File: src/logic/cps_pkg.sv
package cps_pkg;

  localparam int PC_W        = 32;
  localparam int REG_W       = 5;
  localparam int NUM_REGS    = 32;
  localparam int TAG_W       = 4;
  localparam int CQ_DEPTH    = 16;
  localparam int IQ_DEPTH    = 8;
  localparam int IQSEL_W     = 2;
  localparam int NUM_ISSQ    = 4;
  localparam int UNIT_W      = 3;
  localparam int HINT_W      = 5;
  localparam int BHT_IDX_W   = 6;
  localparam int BHT_N       = 64;
  localparam int PC_IDX_LSB  = 2;

  localparam logic [PC_W-1:0] INSTR_BYTES = 32'h0000_0004;
  localparam logic [1:0]      BHT_RESET   = 2'h1;
  localparam logic [1:0]      BHT_MAX     = 2'h3;
  localparam logic [1:0]      BHT_MIN     = 2'h0;
  localparam int              BHT_DIR_BIT = 1;

  // One fetched instruction as the fetch path delivers it
  typedef struct packed {
    logic [PC_W-1:0]    pc;
    logic [PC_W-1:0]    target;
    logic               isBranch;
    logic [HINT_W-1:0]  branchOptions;
    logic [IQSEL_W-1:0] issueSel;
    logic [REG_W-1:0]   srcReg;
    logic               hasSrc;
    logic [REG_W-1:0]   dstReg;
    logic               hasDst;
  } cps_instr_t;

  // Renamed instruction handed to an issue queue
  typedef struct packed {
    cps_instr_t         instr;
    logic [TAG_W-1:0]   tag;
    logic               srcRenamed;
    logic [TAG_W-1:0]   srcTag;
    logic               predTaken;
  } cps_disp_t;

  typedef struct packed {
    logic [TAG_W-1:0]   tag;
    logic [UNIT_W-1:0]  unit;
    logic               srcRenamed;
    logic [TAG_W-1:0]   srcTag;
  } cps_issue_t;

  typedef struct packed {
    logic [TAG_W-1:0]   tag;
    logic [UNIT_W-1:0]  unit;
    logic               srcFromRename;
    logic [TAG_W-1:0]   srcTag;
  } cps_exec_t;

  typedef struct packed {
    logic [TAG_W-1:0]   tag;
    logic               isBranch;
    logic               taken;
    logic [PC_W-1:0]    pc;
    logic [PC_W-1:0]    target;
    logic               excp;
  } cps_finish_t;

endpackage

File: src/logic/cps_cmpl_queue.sv
`timescale 1ns/10ps
`default_nettype none
module cps_cmpl_queue (
  input  wire logic                         core_clk,
  input  wire logic                         rst_n,
  input  wire logic                         alloc,
  input  wire logic                         finishValid,
  input  wire logic [cps_pkg::TAG_W-1:0]    finishTag,
  input  wire logic                         finishFlush,
  input  wire logic                         markValid,
  input  wire logic [cps_pkg::TAG_W-1:0]    markTag,
  output logic      [cps_pkg::TAG_W-1:0]    headTag_q,
  output logic      [cps_pkg::TAG_W-1:0]    tailTag_q,
  output logic      [cps_pkg::TAG_W:0]      count_q,
  output logic      [cps_pkg::CQ_DEPTH-1:0] wrongPath_q,
  output logic      [1:0]                   retireCnt_q,
  output logic      [cps_pkg::TAG_W-1:0]    retireTag0_q,
  output logic      [cps_pkg::TAG_W-1:0]    retireTag1_q,
  output logic                              purge_q
);
  localparam int TW = cps_pkg::TAG_W;
  localparam int D  = cps_pkg::CQ_DEPTH;

  logic [TW-1:0] headTag_d, tailTag_d, head1, retireTag0_d, retireTag1_d;
  logic [TW:0]   count_d;
  logic [D-1:0]  finished_q, finished_d, flushAfter_q, flushAfter_d;
  logic [D-1:0]  wrongPath_d;
  logic [1:0]    retireCnt_d;
  logic          purge_d, r0, r1;
  logic [TW-1:0] markAge, age;

  ////////////////////////////////////////////////////////////////////////////
  always_comb begin
    head1 = headTag_q + 1'b1;
    // Only the two oldest entries may leave, and only once finished
    r0 = (count_q != '0) && finished_q[headTag_q];
    r1 = r0 && !flushAfter_q[headTag_q] && (count_q > 1)
         && finished_q[head1];
    purge_d = (r0 && flushAfter_q[headTag_q])
              || (r1 && flushAfter_q[head1]);
    retireCnt_d  = {1'b0, r0} + {1'b0, r1};
    retireTag0_d = headTag_q;
    retireTag1_d = head1;
    finished_d   = finished_q;
    flushAfter_d = flushAfter_q;
    wrongPath_d  = wrongPath_q;
    headTag_d    = headTag_q + TW'(retireCnt_d);
    tailTag_d    = tailTag_q;
    count_d      = count_q - (TW+1)'(retireCnt_d);
    markAge      = markTag - headTag_q;
    if (finishValid) begin
      finished_d[finishTag]   = 1'b1;
      flushAfter_d[finishTag] = finishFlush;
    end
    for (int i = 0; i < D; i++) begin
      age = TW'(i) - headTag_q;
      if (markValid && (age > markAge) && ({1'b0, age} < count_q))
        wrongPath_d[i] = 1'b1;
    end
    if (alloc) begin
      finished_d[tailTag_q]   = 1'b0;
      flushAfter_d[tailTag_q] = 1'b0;
      wrongPath_d[tailTag_q]  = 1'b0;
      tailTag_d = tailTag_q + 1'b1;
      count_d   = count_d + 1'b1;
    end
    // Purge empties the queue; anything allocated this cycle is younger
    if (purge_d) begin
      headTag_d    = '0;
      tailTag_d    = '0;
      count_d      = '0;
      finished_d   = '0;
      flushAfter_d = '0;
      wrongPath_d  = '0;
    end
  end

  always_ff @(posedge core_clk or negedge rst_n) begin
    if (!rst_n) begin
      headTag_q    <= '0;
      tailTag_q    <= '0;
      count_q      <= '0;
      finished_q   <= '0;
      flushAfter_q <= '0;
      wrongPath_q  <= '0;
      retireCnt_q  <= '0;
      retireTag0_q <= '0;
      retireTag1_q <= '0;
      purge_q      <= 1'b0;
    end else begin
      headTag_q    <= headTag_d;
      tailTag_q    <= tailTag_d;
      count_q      <= count_d;
      finished_q   <= finished_d;
      flushAfter_q <= flushAfter_d;
      wrongPath_q  <= wrongPath_d;
      retireCnt_q  <= retireCnt_d;
      retireTag0_q <= retireTag0_d;
      retireTag1_q <= retireTag1_d;
      purge_q      <= purge_d;
    end
  end
endmodule
`default_nettype wire

File: src/logic/cps_pipeline_sequencer.sv
`timescale 1ns/10ps
`default_nettype none
module cps_pipeline_sequencer #(
  parameter int IQ_DEPTH = cps_pkg::IQ_DEPTH
) (
  input  wire logic                          core_clk,
  input  wire logic                          rst_n,
  input  wire logic                          branchPredictEnable,
  input  wire logic                          fetchValid,
  input  wire cps_pkg::cps_instr_t           fetchInstr,
  output logic                               fetchReady_q,
  output logic                               redirectValid_q,
  output logic      [cps_pkg::PC_W-1:0]      redirectPc_q,
  input  wire logic [cps_pkg::NUM_ISSQ-1:0]  issueQueueFree,
  output logic                               dispValid_q,
  output cps_pkg::cps_disp_t                 disp_q,
  input  wire logic                          issueValid,
  input  wire cps_pkg::cps_issue_t           issueReq,
  output logic                               execValid_q,
  output cps_pkg::cps_exec_t                 exec_q,
  input  wire logic                          finishValid,
  input  wire cps_pkg::cps_finish_t          finishReq,
  output logic      [1:0]                    retireCnt,
  output logic      [cps_pkg::TAG_W-1:0]     retireTag0,
  output logic      [cps_pkg::TAG_W-1:0]     retireTag1,
  output logic                               purge
);
  localparam int TW  = cps_pkg::TAG_W;
  localparam int IAW = $clog2(IQ_DEPTH);

  logic [TW-1:0]  cqHead, cqTail;
  logic [TW:0]    cqCount;
  logic [cps_pkg::CQ_DEPTH-1:0] cqWrong;

  ////////////////////////////////////////////////////////////////////////////
  // Instruction queue between fetch and decode
  cps_pkg::cps_instr_t iqMem_q [IQ_DEPTH];
  cps_pkg::cps_instr_t iqMem_d [IQ_DEPTH];
  cps_pkg::cps_instr_t head;
  logic [IAW-1:0] iqHead_q, iqHead_d, iqTail_q, iqTail_d;
  logic [IAW:0]   iqCount_q, iqCount_d;
  logic           fetchReady_d, doFetch, flushIq, keepIq;

  // Rename map, live rename results, prediction state
  logic [cps_pkg::NUM_REGS-1:0] mapValid_q, mapValid_d;
  logic [TW-1:0] mapTag_q [cps_pkg::NUM_REGS];
  logic [TW-1:0] mapTag_d [cps_pkg::NUM_REGS];
  logic [cps_pkg::CQ_DEPTH-1:0] live_q, live_d, predTbl_q, predTbl_d;
  logic [1:0] bht_q [cps_pkg::BHT_N];
  logic [1:0] bht_d [cps_pkg::BHT_N];
  logic [cps_pkg::BHT_IDX_W-1:0] bhtIdx, updIdx;

  logic          mispPend_q, mispPend_d, canDisp, predTaken, mispNow;
  logic [TW-1:0] mispTag_q, mispTag_d;
  logic          dispValid_d, redirectValid_d, execValid_d;
  logic [cps_pkg::PC_W-1:0] redirectPc_d;
  cps_pkg::cps_disp_t disp_d;
  cps_pkg::cps_exec_t exec_d;

  ////////////////////////////////////////////////////////////////////////////
  always_comb begin
    head   = iqMem_q[iqHead_q];
    bhtIdx = head.pc[cps_pkg::PC_IDX_LSB +: cps_pkg::BHT_IDX_W];
    updIdx = finishReq.pc[cps_pkg::PC_IDX_LSB +: cps_pkg::BHT_IDX_W];
    // Direction comes only from the dynamic table; hint bits are dropped
    predTaken = branchPredictEnable && head.isBranch
                && bht_q[bhtIdx][cps_pkg::BHT_DIR_BIT];
    // Resolution; a wrong-path branch or one younger than a pending
    // mispredict cannot redirect
    mispNow = finishValid && finishReq.isBranch && !cqWrong[finishReq.tag]
              && (finishReq.taken != predTbl_q[finishReq.tag])
              && (!mispPend_q
                  || ((finishReq.tag - cqHead) < (mispTag_q - cqHead)));
    // Room in both the chosen issue queue and completion_queue
    canDisp = (iqCount_q != '0) && issueQueueFree[head.issueSel]
              && (cqCount < (TW+1)'(cps_pkg::CQ_DEPTH))
              && !mispPend_q && !mispNow && !purge;
    // A purge raised by the pending mispredict itself must not drop the
    // right-path instructions fetched after the redirect
    keepIq  = mispPend_q && ((retireCnt == 2'h2 ? retireTag1 : retireTag0)
                             == mispTag_q);
    flushIq = mispNow || (purge && !keepIq) || (canDisp && predTaken);
    // Data seen during the redirect pulse is still the old path
    doFetch = fetchValid && fetchReady_q && !redirectValid_q;

    iqMem_d   = iqMem_q;
    iqHead_d  = iqHead_q;
    iqTail_d  = iqTail_q;
    iqCount_d = iqCount_q;
    if (flushIq) begin
      iqHead_d  = '0;
      iqTail_d  = '0;
      iqCount_d = '0;
    end else begin
      if (doFetch) begin
        iqMem_d[iqTail_q] = fetchInstr;
        iqTail_d = iqTail_q + 1'b1;
      end
      if (canDisp)
        iqHead_d = iqHead_q + 1'b1;
      iqCount_d = iqCount_q + {{IAW{1'b0}}, doFetch}
                  - {{IAW{1'b0}}, canDisp};
    end
    fetchReady_d = iqCount_d < (IAW+1)'(IQ_DEPTH);

    // Dispatch: rename and allocate in one event
    disp_d.instr      = head;
    disp_d.tag        = cqTail;
    disp_d.srcRenamed = head.hasSrc && mapValid_q[head.srcReg];
    disp_d.srcTag     = mapTag_q[head.srcReg];
    disp_d.predTaken  = predTaken;
    dispValid_d       = canDisp;

    mapValid_d = mapValid_q;
    mapTag_d   = mapTag_q;
    live_d     = live_q;
    predTbl_d  = predTbl_q;
    // A retired producer's value now sits in the register file
    for (int r = 0; r < cps_pkg::NUM_REGS; r++) begin
      if ((retireCnt != 2'h0 && mapTag_q[r] == retireTag0)
          || (retireCnt == 2'h2 && mapTag_q[r] == retireTag1))
        mapValid_d[r] = 1'b0;
    end
    if (retireCnt != 2'h0)
      live_d[retireTag0] = 1'b0;
    if (retireCnt == 2'h2)
      live_d[retireTag1] = 1'b0;
    if (finishValid && !cqWrong[finishReq.tag])
      live_d[finishReq.tag] = 1'b1;
    if (canDisp) begin
      predTbl_d[cqTail] = predTaken;
      live_d[cqTail]    = 1'b0;
      if (head.hasDst) begin
        mapValid_d[head.dstReg] = 1'b1;
        mapTag_d[head.dstReg]   = cqTail;
      end
    end
    // Everything in flight is gone after a purge
    if (purge) begin
      mapValid_d = '0;
      live_d     = '0;
    end

    bht_d = bht_q;
    if (finishValid && finishReq.isBranch && !cqWrong[finishReq.tag]) begin
      if (finishReq.taken && bht_q[updIdx] != cps_pkg::BHT_MAX)
        bht_d[updIdx] = bht_q[updIdx] + 2'h1;
      else if (!finishReq.taken && bht_q[updIdx] != cps_pkg::BHT_MIN)
        bht_d[updIdx] = bht_q[updIdx] - 2'h1;
    end

    mispPend_d = mispPend_q;
    mispTag_d  = mispTag_q;
    if (mispNow) begin
      mispPend_d = 1'b1;
      mispTag_d  = finishReq.tag;
    end
    if (purge)
      mispPend_d = 1'b0;

    redirectValid_d = 1'b0;
    redirectPc_d    = redirectPc_q;
    if (mispNow) begin
      redirectValid_d = 1'b1;
      redirectPc_d    = finishReq.taken ? finishReq.target
                        : finishReq.pc + cps_pkg::INSTR_BYTES;
    end else if (canDisp && predTaken) begin
      redirectValid_d = 1'b1;
      redirectPc_d    = head.target;
    end

    // Issue: live rename result or register file, wrong path squashed
    exec_d.tag           = issueReq.tag;
    exec_d.unit          = issueReq.unit;
    exec_d.srcTag        = issueReq.srcTag;
    exec_d.srcFromRename = issueReq.srcRenamed
                           && live_q[issueReq.srcTag];
    execValid_d = issueValid && !cqWrong[issueReq.tag] && !purge;
  end

  always_ff @(posedge core_clk or negedge rst_n) begin
    if (!rst_n) begin
      iqMem_q         <= '{default: '0};
      iqHead_q        <= '0;
      iqTail_q        <= '0;
      iqCount_q       <= '0;
      fetchReady_q    <= 1'b0;
      mapValid_q      <= '0;
      mapTag_q        <= '{default: '0};
      live_q          <= '0;
      predTbl_q       <= '0;
      bht_q           <= '{default: cps_pkg::BHT_RESET};
      mispPend_q      <= 1'b0;
      mispTag_q       <= '0;
      dispValid_q     <= 1'b0;
      disp_q          <= '0;
      redirectValid_q <= 1'b0;
      redirectPc_q    <= '0;
      execValid_q     <= 1'b0;
      exec_q          <= '0;
    end else begin
      iqMem_q         <= iqMem_d;
      iqHead_q        <= iqHead_d;
      iqTail_q        <= iqTail_d;
      iqCount_q       <= iqCount_d;
      fetchReady_q    <= fetchReady_d;
      mapValid_q      <= mapValid_d;
      mapTag_q        <= mapTag_d;
      live_q          <= live_d;
      predTbl_q       <= predTbl_d;
      bht_q           <= bht_d;
      mispPend_q      <= mispPend_d;
      mispTag_q       <= mispTag_d;
      dispValid_q     <= dispValid_d;
      disp_q          <= disp_d;
      redirectValid_q <= redirectValid_d;
      redirectPc_q    <= redirectPc_d;
      execValid_q     <= execValid_d;
      exec_q          <= exec_d;
    end
  end

  ////////////////////////////////////////////////////////////////////////////
  // Correct branches raise no flush, so younger entries retire normally
  cps_cmpl_queue u_cmpl_queue (
    .core_clk     (core_clk),
    .rst_n        (rst_n),
    .alloc        (canDisp),
    .finishValid  (finishValid),
    .finishTag    (finishReq.tag),
    .finishFlush  (mispNow || finishReq.excp),
    .markValid    (mispNow),
    .markTag      (finishReq.tag),
    .headTag_q    (cqHead),
    .tailTag_q    (cqTail),
    .count_q      (cqCount),
    .wrongPath_q  (cqWrong),
    .retireCnt_q  (retireCnt),
    .retireTag0_q (retireTag0),
    .retireTag1_q (retireTag1),
    .purge_q      (purge)
  );
endmodule
`default_nettype wire

File: config.mk
export PLATFORM = sky130hd
export DESIGN_NAME = cps_pipeline_sequencer
export DESIGN_NICKNAME = d
export VERILOG_FILES = /design/src/logic/cps_pkg.sv /design/src/logic/cps_cmpl_queue.sv /design/src/logic/cps_pipeline_sequencer.sv
export SDC_FILE = /design/constraint.sdc
export NUM_CORES = 2
export LEC_CHECK = 0
export ABC_AREA = 1
export BUFFER_PORTS_ARGS = -buffer_cell sky130_fd_sc_hd__buf_2
export CAP_MARGIN = 20
export CORE_UTILIZATION = 25
export DETAILED_ROUTE_END_ITERATION = 8
export SYNTH_ARGS = -nofsm -noshare
export SYNTH_HDL_FRONTEND = slang
export SYNTH_SLANG_ARGS = --single-unit
export TNS_END_PERCENT = 1
File: constraint.sdc
create_clock -name core_clk -period 5.57 [get_ports core_clk]
set_input_delay 1.114 -clock core_clk [delete_from_list [all_inputs] [get_ports core_clk]]
set_output_delay 1.114 -clock core_clk [all_outputs]
set_load 0.005 [all_outputs]
[After elaboration in Yosys (flattened, before gate mapping)]
Cells that the tools add are included.
Storage, ports and cells
  output and inout port bits: 153
  bits in read-only memories: 0
  RAM bits: 0
  register bits: 1221
  latch bits: 0
  word-level logic and storage cells: 717
  memories kept: 0
  input bits: 177
Operators by class
  shift operators: 0
  multiply operators: 0
  bitwise gates (word level): 19
  equality and inequality tests: 68
  add/sub/neg operators: 31
  reduce and logical (&&, ||, !) cells: 192
  divide/modulo/power cells: 0
  muxes and demuxes: 138
  order comparisons: 61
Operator list (number)
  bitwise mux 672 bit: 1
  bitwise mux 128 bit: 3
  equality test 4 bit: 65
  2-to-1 mux 128 bit: 2
  binary-select mux 84 bit (select 3 bit): 1
  demux 84 bit (select 3 bit): 1
  2-to-1 mux 84 bit: 3
  2-to-1 mux 16 bit: 13
  2-to-1 mux 32 bit: 6
  logical AND 1 bit: 133
  AND 16 bit: 6
  less-than comparator 4 x 5 -> 1 bit: 16
  2-to-1 mux 1 bit: 67
  > comparator 4 bit: 16
  inverter 16 bit: 3
  less-than comparator 4 x 5 -> 1 bit, second input constant: 8
  logical OR 1 bit: 37
  adder 32 x 3 -> 32 bit, second input constant: 1
  binary-select mux 1 bit (select 4 bit): 8
  bitwise mux 16 bit: 2
  2-to-1 mux 4 bit: 8
  OR 16 bit: 2
  OR 32 bit: 1
  subtractor 4 bit, first input constant: 8
  51 further kinds: 98

[Logic depth before layout (Yosys ltp)]
  depth after elaboration: 15
  mapped depth: 24
  mapped depth without buffers: 21

[Hierarchy]
A second synthesis with hierarchy kept.
Unflattened totals
  cell total of the unflattened synthesis: 8174
  area total of the unflattened synthesis: 62503.7 um^2
By module, submodules not included
  cps_pipeline_sequencer: cells each 7340, area each 56479.2 um^2, sequential area each 28832.7 um^2, instances 1
  cps_cmpl_queue: cells each 834, area each 6024.5 um^2, sequential area each 1801.7 um^2, instances 1

[Worst setup path before layout]
No wires, ideal clock.
  path kind: in2reg
  from: input finishReq[37] (netlist bit)
  to: register bht_q[89] (netlist bit)
  buffers on the path: 2
  stages: 21
  setup time: 0.119 ns
  data required time: 5.451 ns
  setup slack: 0.751 ns
  arrival: 4.700 ns
  cells stage by stage: clkbuf_1 inv_1 nand3_1 clkbuf_1 inv_1 a22o_1 a221oi_1 nand4_1 nand2_1 nand2_1 nor4_1 inv_1 ha_1 or2_2 o21ai_0 nand2_1 nor2_1 inv_1 nor4_1 nand2_1 o21a_1
Between the ends
  cells in the longest elaborated chain, start to end: 8
  elaborated cells on any way between the ends: 21
  classes of those cells: add/sub (2); order compare (2); eq/ne (1); mux (9); bitwise (1); reduce/logical (6)
RTL lines
  start: declaration: RTL line cps_pipeline_sequencer.sv:22  | input wire cps_pkg::cps_finish_t finishReq,
  inverter 6 -> 7 bit (implied by the code) *
  binary-select mux 2 bit (select 6 bit) (tied with other cells)
  2-to-1 mux 2 bit (implied by the code) or logical AND 1 bit (tied branches)
  2-to-1 mux 2 bit (on tied branches)
  subtractor 2 x 1 -> 2 bit (tied with other cells): RTL line cps_pipeline_sequencer.sv:149  | bht_d[updIdx] = bht_q[updIdx] - 2'h1;
  bitwise mux 128 bit (tied with other cells): RTL line cps_pipeline_sequencer.sv:149
  2-to-1 mux 128 bit or nonzero test 2 bit (tied branches)
  2-to-1 mux 128 bit or AND reduction 2 bit (tied branches)
  end signal: assignment: RTL line cps_pipeline_sequencer.sv:211  | bht_q <= bht_d;
  end: declaration: RTL line cps_pipeline_sequencer.sv:49  | logic [1:0] bht_q [cps_pkg::BHT_N];
Mark *: on every way between the ends. The rest lies on a longest branch, timed or not. The select of a mux whose other input is x is not followed.
A chain may end at the register's enable or synchronous reset.

[Worst setup path after layout]
  from: register iqHead_q[0]
  to: register iqMem_q[410] (netlist bit)
Between the ends
  cells in the longest elaborated chain, start to end: 15
  elaborated cells on any way between the ends: 21
  classes of those cells: mux (8); bitwise (3); reduce/logical (10)
RTL lines
  start: declaration: RTL line cps_pipeline_sequencer.sv:40  | logic [IAW-1:0] iqHead_q, iqHead_d, iqTail_q, iqTail_d;
  start signal: assignment: RTL line cps_pipeline_sequencer.sv:203  | iqHead_q <= iqHead_d;
  inverter 3 -> 4 bit (implied by the code) *: RTL line cps_pipeline_sequencer.sv:62  | head = iqMem_q[iqHead_q];
  binary-select mux 84 bit (select 3 bit) *: RTL line cps_pipeline_sequencer.sv:62
  2-to-1 mux 84 bit (implied by the code) * (2 in a row): RTL line cps_pipeline_sequencer.sv:62
  parallel branches: the longest is 7 deep, another holds inverter 6 -> 7 bit
  logical AND 1 bit *: RTL line cps_pipeline_sequencer.sv:82  | flushIq = mispNow || (purge && !keepIq) || (canDisp && predTaken);
  logical OR 1 bit *: RTL line cps_pipeline_sequencer.sv:82
  inverter 1 bit (no line) *
  AND reduction 2 bit (no line) *
  end signal: assignment: RTL line cps_pipeline_sequencer.sv:202  | iqMem_q <= iqMem_d;
  end: declaration: RTL line cps_pipeline_sequencer.sv:37  | cps_pkg::cps_instr_t iqMem_q [IQ_DEPTH];
Mark *: on every way between the ends. The select of a mux whose other input is x is not followed.

==> metrics <==
status=finished clean; Tightest Pin Transition=1.04 ns; Fillers=26300; Mapped Area=61700 um2; Area Growth Syn to Fin=16.4%; CTS Buf Count=148; H-tree depth=4; final WL=226000 um; total of warnings raised by yosys=0; reg-to-reg endpoint=iqMem_q[410]; slew margin rel.=30.6%; via count=55700; Synth Flop Type=dfrtp_1; largest net degree at the start of global routing=181; initial antenna violation count=68; Total GRT Usage=17.7%; vias per inst=4.87; Routed Antenna Nets=0; Max Fclk=203 MHz; Root Driver=clkbuf_16; TritonCTS clock tree=done; #FFs+latches synth=1221; VDD IR-drop max=0.000407 V; min-delay worst type=in2async; max-cap viol count=0; Die Y=499 um; Initial DRC Count=5329; Cell variety after synth=56; CTS clk-pin slew, worst paths=0.06 ns; Final min period=4.93 ns; maximum clock insertion buffer count=3; DRC=0; vias in the first global route=52700; die area=249000 um2; share of flip-flops with an asynchronous set or reset=100%; synthesized instance count=7986; Hold Slack=0.239 ns; drt pass-1 iters=6; RD Place Congestion=0.902; final hold vios=0; sum of negative setup slack=0 ns; Die X-Extent=499 um; WL per Instance=19.7 um; Avg Cell Area, Syn=7.73 um2; DP Wirelength=143000 um; global route overflow=0; Initial Util=25.1%; I/O pins=330; first-pass GRT wire length=341000 um; Worst EP required=6.32 ns; core area=246000 um2; critical path type=reg2reg; Pleak=34.4 nW; maximum fanout along the worst path=63; Worst Setup Start Kind=register; Syn Nets=8262; Post-synth EDFFs=0; RSZ-0062 raised after global routing=no; Worst Skew=0.0573 ns; PostCTS Resize Cnt=0; port buffer count=329; Period Utilization, post-route=88.5%; worst reg-to-reg setup slack=0.64 ns; proportion of layout cells with a drive suffix above 1=10.8%; # rows=182; pwr/cell area=615 nW/um2; depth of the worst register-to-register path=17; TritonCTS Sinks=1221; post-CTS setup buffers=0; # hold bufs at CTS=0; max-slew violation count=0; Setup crit end kind=register; Crit path arrival time=5.68 ns; sequential area share after synthesis=49.7%; Worst-Skew Late Latency=0.81 ns; final net count=8357; final setup fails=0; FF-to-FF Start=iqHead_q[0]
[critical path: stages (launching register included)]
cell     delay [ns]
dfrtp_4        0.92
inv_8          0.27
nand2_1        0.14
nand3_1        0.07
nand2_1        0.17
nand2_1        0.08
nand2_2        0.43
inv_2          0.32
nand3_1        0.17
nand3_1        0.09
nand3_1        0.17
nand3_1        0.10
nand3_1        0.15
nand4_4        0.36
nand4_1        0.23
buf_4          0.81
nand2_1        0.15
nand2_1        0.11
[flip-flops by register name, summed over array words and instances, names as in the netlist, 16 cells and up, named ones only]
register,flops
disp_q,94
live_q,16
redirectPc_q,32
u_cmpl_queue.flushAfter_q,16
mapValid_q,32
predTbl_q,16
mapTag_q,128
bht_q,64
u_cmpl_queue.finished_q,16
u_cmpl_queue.wrongPath_q,16
iqMem_q,672
[placed cells by master, fill, tap and decap left out, types with 70 or more instances in the layout]
cell	netlist	layout
ha_1	93	93
inv_1	337	332
buf_2	206	328
dfrtp_1	1157	1147
a21oi_1	265	265
nand3_1	213	213
o22ai_1	203	203
clkbuf_16	0	149
nor2_1	808	797
nand2_1	2906	2905
a221oi_1	72	72
buf_4	28	149
a31oi_1	72	70
o21ai_0	801	798
[power by group]
| part | switching, mW | internal, mW |
|---|---|---|
| sequential | 1.96 | 12.1 |
| clock | 4.23 | 5.96 |
| combinational | 13.6 | 6.32 |
| total | 19.8 | 24.3 |
[area by class of cell]
class / count / area, um2 / area share, %
well taps: 3220 / 4030 / 5.61
repair buffers: 495 / 3130 / 4.36
clock inverters: 66 / 903 / 1.26
inverters: 353 / 1340 / 1.87
clock buffers: 208 / 4250 / 5.92
multi-input cells: 5862 / 27400 / 38.2
diodes: 24 / 60.1 / 0.0836
flip-flops and latches: 1221 / 30700 / 42.7
[kinds of logic after synthesis]
family / Yosys count / share of synthesized area [%]
adders and majority gates: 99 / 2.08
xor gates and xnor gates: 96 / 1.36
AOI/OAI and AO/OA: 1626 / 15.3
DFF: 1221 / 49.7
muxes: 4 / 0.0649
buffers and inverters: 903 / 6.11
and+or+nand+nor: 4037 / 25.4
[per-stage QoR]
step / total power, mW / cells / area (um2) / worst slack (ns) / utilization (%)
after floorplan: 26.3 / 7986 / 61700 / 0.751 / -
after global placement: 33.8 / 11100 / 66600 / 0.405 / 27.1
after detailed placement: 34.0 / 11200 / 66600 / 0.378 / 27.1
after CTS: 44.4 / 11400 / 71700 / 0.653 / 29.2
after global routing: 47.4 / 11400 / 71800 / 0.274 / 29.2
final: 44.2 / 11400 / 71800 / 0.638 / 29.2
[synth_stat cells, types with 32 or more instances]
| master | count | area share [%] |
|---|---|---|
| clkbuf_1 | 270 | 1.6 |
| a21oi_1 | 265 | 2.1 |
| o211ai_1 | 33 | 0.40 |
| nand3_1 | 213 | 1.7 |
| o2111ai_1 | 46 | 0.65 |
| buf_1 | 44 | 0.27 |
| xor2_1 | 61 | 0.87 |
| a31oi_1 | 72 | 0.73 |
| xnor2_1 | 35 | 0.50 |
| ha_1 | 93 | 1.9 |
| a221oi_1 | 72 | 1.0 |
| o21ai_0 | 801 | 6.5 |
| o22ai_1 | 203 | 2.1 |
| inv_1 | 337 | 2.1 |
| dfrtp_1 | 1157 | 47 |
| or2_2 | 32 | 0.32 |
| nand2_1 | 2906 | 18 |
| nor2_1 | 808 | 4.9 |
| nand4_1 | 39 | 0.40 |
| dfstp_2 | 64 | 2.7 |
| buf_2 | 206 | 1.7 |
[metal layers]
layer  global-route usage, %  routed length, um
met1                    23.8              97100
met5                       0                243
met3                    3.55              16700
met4                    6.66               7310
met2                    27.9             104000
[worst max path at each step]
stage,startpoint,endpoint
final,iqHead_q[0],iqMem_q[410]
after global routing,iqHead_q[0],iqMem_q[396]
after CTS,iqHead_q[0],iqMem_q[403]
after detailed placement,finishReq[36],bht_q[89]
after global placement,finishReq[67],iqMem_q[289]
after floorplan,finishReq[37],bht_q[89]
Power figures use the tool's default switching activity.
